--- src/common/cca_defs.vh ---
// constants of the call, jump, add and and-logic execution slice
// assumes inclusion by bare name from design files
`ifndef CCA_DEFS_VH
`define CCA_DEFS_VH
`define CCA_OP_ADD_REG 5'b00101
`define CCA_OP_ADD_DIR 8'h25
`define CCA_OP_ADD_IND 7'b0010011
`define CCA_OP_ADD_IMM 8'h24
`define CCA_OP_ADC_REG 5'b00111
`define CCA_OP_ADC_DIR 8'h35
`define CCA_OP_ADC_IND 7'b0011011
`define CCA_OP_ADC_IMM 8'h34
`define CCA_OP_AND_REG 5'b01011
`define CCA_OP_AND_DIR 8'h55
`define CCA_OP_AND_IND 7'b0101011
`define CCA_OP_AND_IMM 8'h54
`define CCA_OP_AND_DA 8'h52
`define CCA_OP_AND_DI 8'h53
`define CCA_OP_ANDC_BIT 8'h82
`define CCA_OP_ANDC_NBIT 8'hB0
`define CCA_OP_CALL_LO 5'b10001
`define CCA_OP_JUMP_LO 5'b00001
`define CCA_CLK_STD 4'hC
`define CCA_CLK_DBL 4'h6
`define CCA_PC_RST 16'h0000
`define CCA_SP_RST 8'h07
`define CCA_ACC_RST 8'h00
`define CCA_PORT_BASE 8'h80
`endif

--- src/hw/cca_core.v ---
// execution slice of an 8-bit core: absolute call/jump, add, add with carry, and-logic
// assumes program memory answers combinationally on code_addr; data ram is internal
// Overview of operation
// RULE1 - call: pc plus two, push low then high, stack pointer up two, flags kept
// RULE2 - call target: pc[15:11], opcode bits 7-5, second byte
// RULE3 - jump loads same in-block target, pushes nothing
// RULE4 - jump is two bytes: a10..a8 in opcode top bits, then 00001
// RULE5 - add sets carry from bit 7, auxiliary carry from bit 3, clears otherwise
// RULE6 - signed wrap flag is carry out of bit 6 xor carry out of bit 7
// RULE7 - add sources: register, direct, indirect, immediate; one machine cycle each
// RULE8 - add with carry adds acc, source and carry; same flag rules
// RULE9 - add with carry opcodes 35, 36/37, 34 hex
// RULE10 - byte and stores result, flags kept; acc and direct destinations
// RULE11 - and on a port reads the output latch, never the pins; only 52/53 read the latch here, and acc,direct (55) reads the pins
// RULE12 - and direct,#imm 53 hex three bytes; direct,acc 52 and acc,#imm 54
// RULE13 - carry and bit clears carry when source bit is 0; inverted form allowed
// RULE14 - carry and direct bit opcode 82 hex, two bytes, two cycles
// RULE15 - machine cycle lasts 12 clocks, or 6 in double-speed mode
// RULE16 - register forms use low three bits with bit 3 set; indirect uses bit 0
`timescale 1ns/1ns
`include "cca_defs.vh"
module cca_core (
    clk,
    rst_n,
    double_speed,
    code_addr,
    code_data,
    port_pins,
    port_latch,
    pc,
    acc,
    sp,
    carry,
    aux_carry,
    signed_wrap_flag,
    busy
);
    input wire clk;
    input wire rst_n;
    input wire double_speed;
    output reg [15:0] code_addr;
    input wire [7:0] code_data;
    input wire [7:0] port_pins;
    output reg [7:0] port_latch;
    output reg [15:0] pc;
    output reg [7:0] acc;
    output reg [7:0] sp;
    output reg carry;
    output reg aux_carry;
    output reg signed_wrap_flag;
    output reg busy;

    localparam ST_FETCH = 5'b00001;
    localparam ST_BYTE2 = 5'b00010;
    localparam ST_BYTE3 = 5'b00100;
    localparam ST_RDOP = 5'b01000;
    localparam ST_EXEC = 5'b10000;

    // pins feed plain reads of the port; read-modify-write forms use the latch
    reg [7:0] pin_s1_ff;
    reg [7:0] pin_s2_ff;
    reg [4:0] state_ff;
    reg [3:0] clk_cnt_ff;
    reg mcycle_ff;
    reg [7:0] op_ff;
    reg [7:0] b2_ff;
    reg [7:0] b3_ff;
    reg [1:0] push_ff;
    reg [7:0] ptr_ff;
    reg ptr_ok_ff;
    reg [7:0] ram_raddr;
    wire [7:0] ram_rdata;
    reg ram_we;
    reg [7:0] ram_waddr;
    reg [7:0] ram_wdata;
    reg [3:0] nxt_clk_cnt;
    wire tick;

    function [2:0] op_len;
        input [7:0] op;
        begin
            if (op == `CCA_OP_AND_DI)
                op_len = 3'd3; // RULE12
            else if (op[4:0] == `CCA_OP_CALL_LO || op[4:0] == `CCA_OP_JUMP_LO)
                op_len = 3'd2; // RULE4
            else if (op[3] || op[7:1] == `CCA_OP_ADD_IND || op[7:1] == `CCA_OP_ADC_IND
                    || op[7:1] == `CCA_OP_AND_IND)
                op_len = 3'd1; // RULE16
            else
                op_len = 3'd2; // RULE7
        end
    endfunction

    function is_port;
        input [7:0] a;
        begin
            is_port = (a == `CCA_PORT_BASE);
        end
    endfunction

    cca_ram u_ram (
        .clk(clk),
        .we(ram_we),
        .waddr(ram_waddr),
        .wdata(ram_wdata),
        .raddr(ram_raddr),
        .rdata(ram_rdata)
    );

    always @(posedge clk or negedge rst_n) begin
        if (!rst_n) begin
            pin_s1_ff <= 8'h00;
            pin_s2_ff <= 8'h00;
        end else begin
            pin_s1_ff <= port_pins;
            pin_s2_ff <= pin_s1_ff;
        end
    end

    // machine-cycle prescaler; one tick per machine cycle
    always @* begin
        if (clk_cnt_ff >= (double_speed ? `CCA_CLK_DBL : `CCA_CLK_STD) - 4'h1)
            nxt_clk_cnt = 4'h0; // RULE15
        else
            nxt_clk_cnt = clk_cnt_ff + 4'h1;
    end
    assign tick = (clk_cnt_ff == 4'h0);

    // operand read address: register bank 0 or pointer contents or direct
    always @* begin
        ram_raddr = b2_ff;
        if (op_ff[3])
            ram_raddr = {5'h00, op_ff[2:0]}; // RULE16
        else if (op_ff[2:1] == 2'b11)
            ram_raddr = {7'h00, op_ff[0]};
        // pointer is held after its first read, or the read address would chase the data
        if (state_ff == ST_EXEC && op_ff[2:1] == 2'b11 && !op_ff[3])
            ram_raddr = ptr_ok_ff ? ptr_ff : ram_rdata;
    end

    wire [2:0] grp = op_ff[7:5];
    wire is_add_with_carry = (op_ff[7:4] == 4'h3); // RULE9
    wire is_add = (op_ff[7:4] == 4'h2) || is_add_with_carry;
    wire is_and = (op_ff[7:4] == 4'h5);
    // direct reads of the port see the synchronised pins
    wire [7:0] src = (op_ff[3:0] == 4'h4) ? b2_ff
        : ((op_ff[3:0] == 4'h5 && is_port(b2_ff)) ? pin_s2_ff : ram_rdata);
    wire cin = is_add_with_carry ? carry : 1'b0; // RULE8
    wire [4:0] lo = {1'b0, acc[3:0]} + {1'b0, src[3:0]} + {4'h0, cin};
    wire [7:0] lo7 = {1'b0, acc[6:0]} + {1'b0, src[6:0]} + {7'h00, cin};
    wire [8:0] sum = {1'b0, acc} + {1'b0, src} + {8'h00, cin};
    // port destinations read the latch, not the pins
    wire [7:0] dir_old = is_port(b2_ff) ? port_latch : ram_rdata; // RULE11
    wire [15:0] pc2 = pc;
    wire [15:0] target = {pc2[15:11], grp, b2_ff}; // RULE2

    always @(posedge clk or negedge rst_n) begin
        if (!rst_n) begin
            state_ff <= ST_FETCH;
            clk_cnt_ff <= 4'h0;
            mcycle_ff <= 1'b0;
            op_ff <= 8'h00;
            b2_ff <= 8'h00;
            b3_ff <= 8'h00;
            push_ff <= 2'b00;
            ptr_ff <= 8'h00;
            ptr_ok_ff <= 1'b0;
            pc <= `CCA_PC_RST;
            code_addr <= `CCA_PC_RST;
            acc <= `CCA_ACC_RST;
            sp <= `CCA_SP_RST;
            carry <= 1'b0;
            aux_carry <= 1'b0;
            signed_wrap_flag <= 1'b0;
            port_latch <= 8'hFF;
            busy <= 1'b0;
            ram_we <= 1'b0;
            ram_waddr <= 8'h00;
            ram_wdata <= 8'h00;
        end else begin
            clk_cnt_ff <= nxt_clk_cnt;
            ram_we <= 1'b0;
            case (state_ff)
                ST_FETCH: begin
                    // fetch in the clock after retire, so each form keeps its own machine cycles
                    busy <= 1'b1;
                    op_ff <= code_data;
                    pc <= pc + 16'h0001;
                    code_addr <= pc + 16'h0001;
                    mcycle_ff <= 1'b0;
                    state_ff <= (op_len(code_data) == 3'd1) ? ST_RDOP : ST_BYTE2; // RULE15
                end
                ST_BYTE2: begin
                    b2_ff <= code_data;
                    pc <= pc + 16'h0001; // RULE1
                    code_addr <= pc + 16'h0001;
                    state_ff <= (op_len(op_ff) == 3'd3) ? ST_BYTE3 : ST_RDOP;
                end
                ST_BYTE3: begin
                    b3_ff <= code_data;
                    pc <= pc + 16'h0001;
                    code_addr <= pc + 16'h0001;
                    state_ff <= ST_RDOP;
                end
                ST_RDOP: begin
                    state_ff <= ST_EXEC;
                    push_ff <= 2'b00;
                    ptr_ok_ff <= 1'b0;
                end
                ST_EXEC: begin
                    if (!ptr_ok_ff) begin
                        ptr_ff <= ram_rdata;
                        ptr_ok_ff <= 1'b1;
                    end
                    // two-cycle forms wait one more machine cycle before retiring
                    if (tick && (op_ff == `CCA_OP_AND_DI || op_ff == `CCA_OP_ANDC_BIT || op_ff == `CCA_OP_ANDC_NBIT
                            || op_ff[4:0] == `CCA_OP_CALL_LO || op_ff[4:0] == `CCA_OP_JUMP_LO) && !mcycle_ff) begin
                        mcycle_ff <= 1'b1; // RULE14
                    end else if (op_ff[4:0] == `CCA_OP_CALL_LO && push_ff != 2'b10) begin
                        push_ff <= push_ff + 2'b01;
                        sp <= sp + 8'h01; // RULE1
                        ram_we <= 1'b1;
                        ram_waddr <= sp + 8'h01;
                        ram_wdata <= (push_ff == 2'b00) ? pc[7:0] : pc[15:8];
                    end else if (tick) begin
                        state_ff <= ST_FETCH;
                        busy <= 1'b0;
                        if (op_ff[4:0] == `CCA_OP_CALL_LO || op_ff[4:0] == `CCA_OP_JUMP_LO) begin
                            pc <= target; // RULE3
                            code_addr <= target;
                        end else if (is_add && (op_ff[3] || op_ff[3:1] == 3'b011 || op_ff[3:1] == 3'b010)) begin
                            acc <= sum[7:0]; // RULE7
                            carry <= sum[8]; // RULE5
                            aux_carry <= lo[4];
                            signed_wrap_flag <= sum[8] ^ lo7[7]; // RULE6
                        end else if (is_and && op_ff == `CCA_OP_AND_DA) begin
                            ram_we <= !is_port(b2_ff); // RULE10
                            ram_waddr <= b2_ff;
                            ram_wdata <= dir_old & acc;
                            if (is_port(b2_ff))
                                port_latch <= port_latch & acc; // RULE11
                        end else if (is_and && op_ff == `CCA_OP_AND_DI) begin
                            ram_we <= !is_port(b2_ff); // RULE12
                            ram_waddr <= b2_ff;
                            ram_wdata <= dir_old & b3_ff;
                            if (is_port(b2_ff))
                                port_latch <= port_latch & b3_ff;
                        end else if (is_and) begin
                            acc <= acc & src; // RULE10
                        end else if (op_ff == `CCA_OP_ANDC_BIT || op_ff == `CCA_OP_ANDC_NBIT) begin
                            // bit address doubles as a byte address; low three bits pick the bit
                            if ((ram_rdata[b2_ff[2:0]] ^ (op_ff == `CCA_OP_ANDC_NBIT)) == 1'b0)
                                carry <= 1'b0; // RULE13
                        end
                    end
                end
                default: state_ff <= ST_FETCH;
            endcase
        end
    end
endmodule // cca_core

--- src/hw/cca_ram.v ---
// internal data ram of 256 bytes with registered read data
// assumes one read and one write port on the core clock
`timescale 1ns/1ns
module cca_ram (
    clk,
    we,
    waddr,
    wdata,
    raddr,
    rdata
);
    input wire clk;
    input wire we;
    input wire [7:0] waddr;
    input wire [7:0] wdata;
    input wire [7:0] raddr;
    output reg [7:0] rdata;
    reg [7:0] mem [0:255];
    always @(posedge clk) begin
        if (we) begin
            mem[waddr] <= wdata;
        end
        rdata <= mem[raddr];
    end
endmodule // cca_ram

--- config.mk ---
export PLATFORM = sky130hd
export DESIGN_NAME = cca_core
export DESIGN_NICKNAME = d
export VERILOG_FILES = /design/src/hw/cca_core.v /design/src/hw/cca_ram.v
export VERILOG_INCLUDE_DIRS = /design/src /design/src/common
export SDC_FILE = /design/constraint.sdc
export NUM_CORES = 2
export LEC_CHECK = 0
export BUFFER_PORTS_ARGS = -buffer_cell sky130_fd_sc_hd__buf_4
export CORE_ASPECT_RATIO = 0.8
export CORE_MARGIN = 8
export CORE_UTILIZATION = 31
export DETAILED_ROUTE_END_ITERATION = 8
export PLACE_DENSITY = 0.54
export SLEW_MARGIN = 20
export SYNTH_ARGS = -nofsm -noshare
export SYNTH_HDL_FRONTEND = slang
export SYNTH_SLANG_ARGS = --single-unit
--- constraint.sdc ---
create_clock -name clk -period 10.5 [get_ports clk]
set_input_delay 2.625 -clock clk [delete_from_list [all_inputs] [get_ports clk]]
set_output_delay 2.625 -clock clk [all_outputs]
set_load 0.02 [all_outputs]
==> impl_metrics.toml <==
[detailed_routing]
dr_total_vias = 55500
wl_per_cell_um = 27.52
drt-pass1-iter-count = 6
via_per_inst = 5.400
ant_nets = 0
drc = 0
drtIter0Drc = 7948
routed_wl_mm = 282.9

[setup_path]
cp_slowest_cell = "and4_1"
crit_path_start_kind = "register"
reg2reg_depth = 10
cp.depth = 10
worst-r2r-setup-slack_ns = 3.77
worst-path-max-fanout = 88
endpoint_kind = "register"
crit_path_start = "op_ff[1]"
path_buf_inv = 2
slowest_delay_ns = 0.95
cp_top_family = "simple AND/OR/NAND/NOR gates"
r2r-start = "op_ff[1]"
arrival_ns = 7.47
crit_end = "u_ram.rdata[4]"
cp.required_ns = 11.24
crit_chain = "and3b_4, and4_1, a21o_4, buf_12, buf_4, mux4_2, a22oi_1, nand4_1, nor4_1, nor4_1"
r2r_end = "u_ram.rdata[4]"
cpMostUsedCell = "nor4_1"
crit_type = "reg2reg"

[cells_and_area]
stdcell_count = 10280
final_cell_mix = "2048 x edfxtp_1, 1329 x nand2_1, 645 x nand3_1, 342 x nor2_1, 289 x mux2i_1"
final_common_cell = "edfxtp_1"
post-route-util = 0.3506
fin_nets = 6350
syn2layout_area_growth_pct = 12.69
drive_gt1_frac = 0.1088

[synth]
synth_nets = 6340
syn-cell-area_um2 = 88210
ys_async_sr_fraction = 0.05818
synthAdderAreaFrac = 0.002865
avgSynthCellArea_um2 = 14.00
synth_top_family_by_area = "simple AND/OR/NAND/NOR gates"
synth_ff_type = "edfxtp_1"
yosysUniqueCellTypes = 84
synth_cells = 6302
ys_ff_latch = 2183
synth-xor-area-share = 0.002979
synth-edff-count = 2048
yosys_warnings = 0
synth-simple-area-share = 0.1261
synth_mux_area_frac = 0.05933
synth-compound-area-share = 0.04819
ys_seq_area_frac = 0.7352

[clock_network]
post_cts_resized = 0
postCtsSetupRepairBufs = 0
postCtsHoldBufs = 0
cts_tree = "done"
cts-root-buf = "clkbuf_16"
clk_path_buf_depth = 4
clk_pin_slew_ns = 0.06
cts.sinks = 2183
clkLatencyLatePin_ns = 0.90
numCtsBuffers = 212
htreeDepth = 4

[timing]
setup_viol = 0
maxSlewHeadroom = 0.1525
hold_ws_ns = 0.3435
fin_crit_sh = 0.6414
setup_tns_ns = 0
fmax_ghz = 0.1485
slew_violations = 0
hold_viol = 0
worst_pin_slew_ns = 1.271
fin_skew_ns = 0.09216
period_minus_slack_ns = 6.734
rsz0062_at_grt = "false"

[placement]
port_buffers = 78
dp_hpwl_mm = 173.5
placedCellCount = 9900
routabilityCongestion = 0.9123

[floorplan]
core_area_um2 = 283600
ios = 79
rows = 175
start_util = 0.3111
die_w_um = 612.4
die_h_um = 493.1
die_area_um2 = 302000

[grt]
grt_pass1_vias = 51720
overflow = 0
grt_util_met1 = 0.2708
grt_max_degree = 185
use_met3 = 0.05027
grt_pass1_wl_mm = 398.9
grt-busiest-layer = "met1"
track_usage = 0.1798
met2_usage = 0.2533
antenna_found_initial = 16

[pwr]
ir_worst_vdd_mv = 0.2761
leakagePower_nw = 33.49
p_per_area_nw_per_um2 = 311.3

[run_status]
status = "completed"

[min_path]
hp-class = "reg2reg"
hold_path_startpoint = "pin_s1_ff[4]"

[run]
max_cap_viol_count = 0
[report_power, final]
part / internal, W / switching, W
registers: 0.0107 / 0.000594
logic: 0.00326 / 0.00895
clock network: 0.00413 / 0.00334
[cell families after synthesis]
group	after synthesis
AO/OA/AOI/OAI	641
XOR/XNOR	30
adder cells (fa/ha/maj)	19
buffers and inverters	432
flip-flops	2183
multiplexers	416
AND/OR/NAND/NOR	2581
[synthesized netlist by cell type, types with 10 or more instances]
cell type,count,share of area
a22o_1,10,0.00099
a31oi_1,96,0.0068
dfstp_2,12,0.0036
o21ai_0,98,0.0056
mux4_2,81,0.021
inv_1,27,0.0011
nor2b_1,20,0.0014
buf_6,21,0.0027
xor2_1,11,0.0011
dfrtp_1,115,0.033
a211oi_1,33,0.0028
buf_1,25,0.0011
edfxtp_1,2048,0.70
buf_4,39,0.0033
nor3_1,50,0.0028
o211ai_1,14,0.0012
and2_1,12,0.00085
a221oi_1,22,0.0022
xnor2_1,19,0.0019
o22ai_1,16,0.0011
buf_2,161,0.0091
mux2_2,45,0.0057
and3_1,19,0.0013
nand3_1,656,0.037
a311oi_1,12,0.0012
ha_1,17,0.0024
nor2_1,352,0.015
mux2i_1,290,0.033
clkbuf_1,152,0.0065
nand2_1,1332,0.057
nor4_1,23,0.0016
nand4_1,78,0.0055
a21oi_1,165,0.0094
o2111ai_1,25,0.0025
a22oi_1,44,0.0037
a32oi_1,43,0.0043
[worst min-delay path by stage]
stage                   endpoint  slack (ns)  depth (start not counted)
floorplan           pin_s2_ff[0]        0.33                          0
finish              pin_s2_ff[4]        0.34                          0
CTS                 pin_s2_ff[4]        0.34                          0
global placement    pin_s2_ff[1]        0.34                          0
global route        pin_s2_ff[4]        0.35                          0
detailed placement  pin_s2_ff[4]        0.34                          0
[sequential cells by signal (all words and copies together), names as in the netlist, 8 cells and up]
signal / flops
port_latch: 8
op_ff: 8
u_ram.mem: 2048
pin_s2_ff: 8
b2_ff: 8
pin_s1_ff: 8
ram_wdata: 8
code_addr: 16
acc: 8
ram_waddr: 8
ptr_ff: 8
sp: 8
b3_ff: 8
u_ram.rdata: 8
[cell type report]
| class | instances | area [µm²] |
|---|---|---|
| antenna | 1 | 2.502 |
| inverter | 27 | 101.3 |
| clock buffer | 277 | 5733 |
| multi-input combinational | 3687 | 21410 |
| tap | 3805 | 4761 |
| timing repair buffer | 201 | 1702 |
| clock inverter | 97 | 808.3 |
| sequential | 2183 | 64880 |
| fill | 27200 | 184200 |
[routing by layer]
layer  vias to the layer above  share of wire
met5                         -        0.00036
met4                        10          0.028
met3                       423           0.12
met2                      3006           0.41
met1                     28470           0.44
li1                      23590              -
[stage by stage]
stage / area [µm²] / power [W] / setup WS, ns
floorplan: 88210 / 0.01882 / 6.440
global placement: 92720 / 0.02336 / 3.597
detailed placement: 92740 / 0.02345 / 4.071
CTS: 99280 / 0.03084 / 4.071
global route: 99400 / 0.03205 / 3.719
finish: 99400 / 0.03094 / 3.766
(Power assumes the default switching activity.)
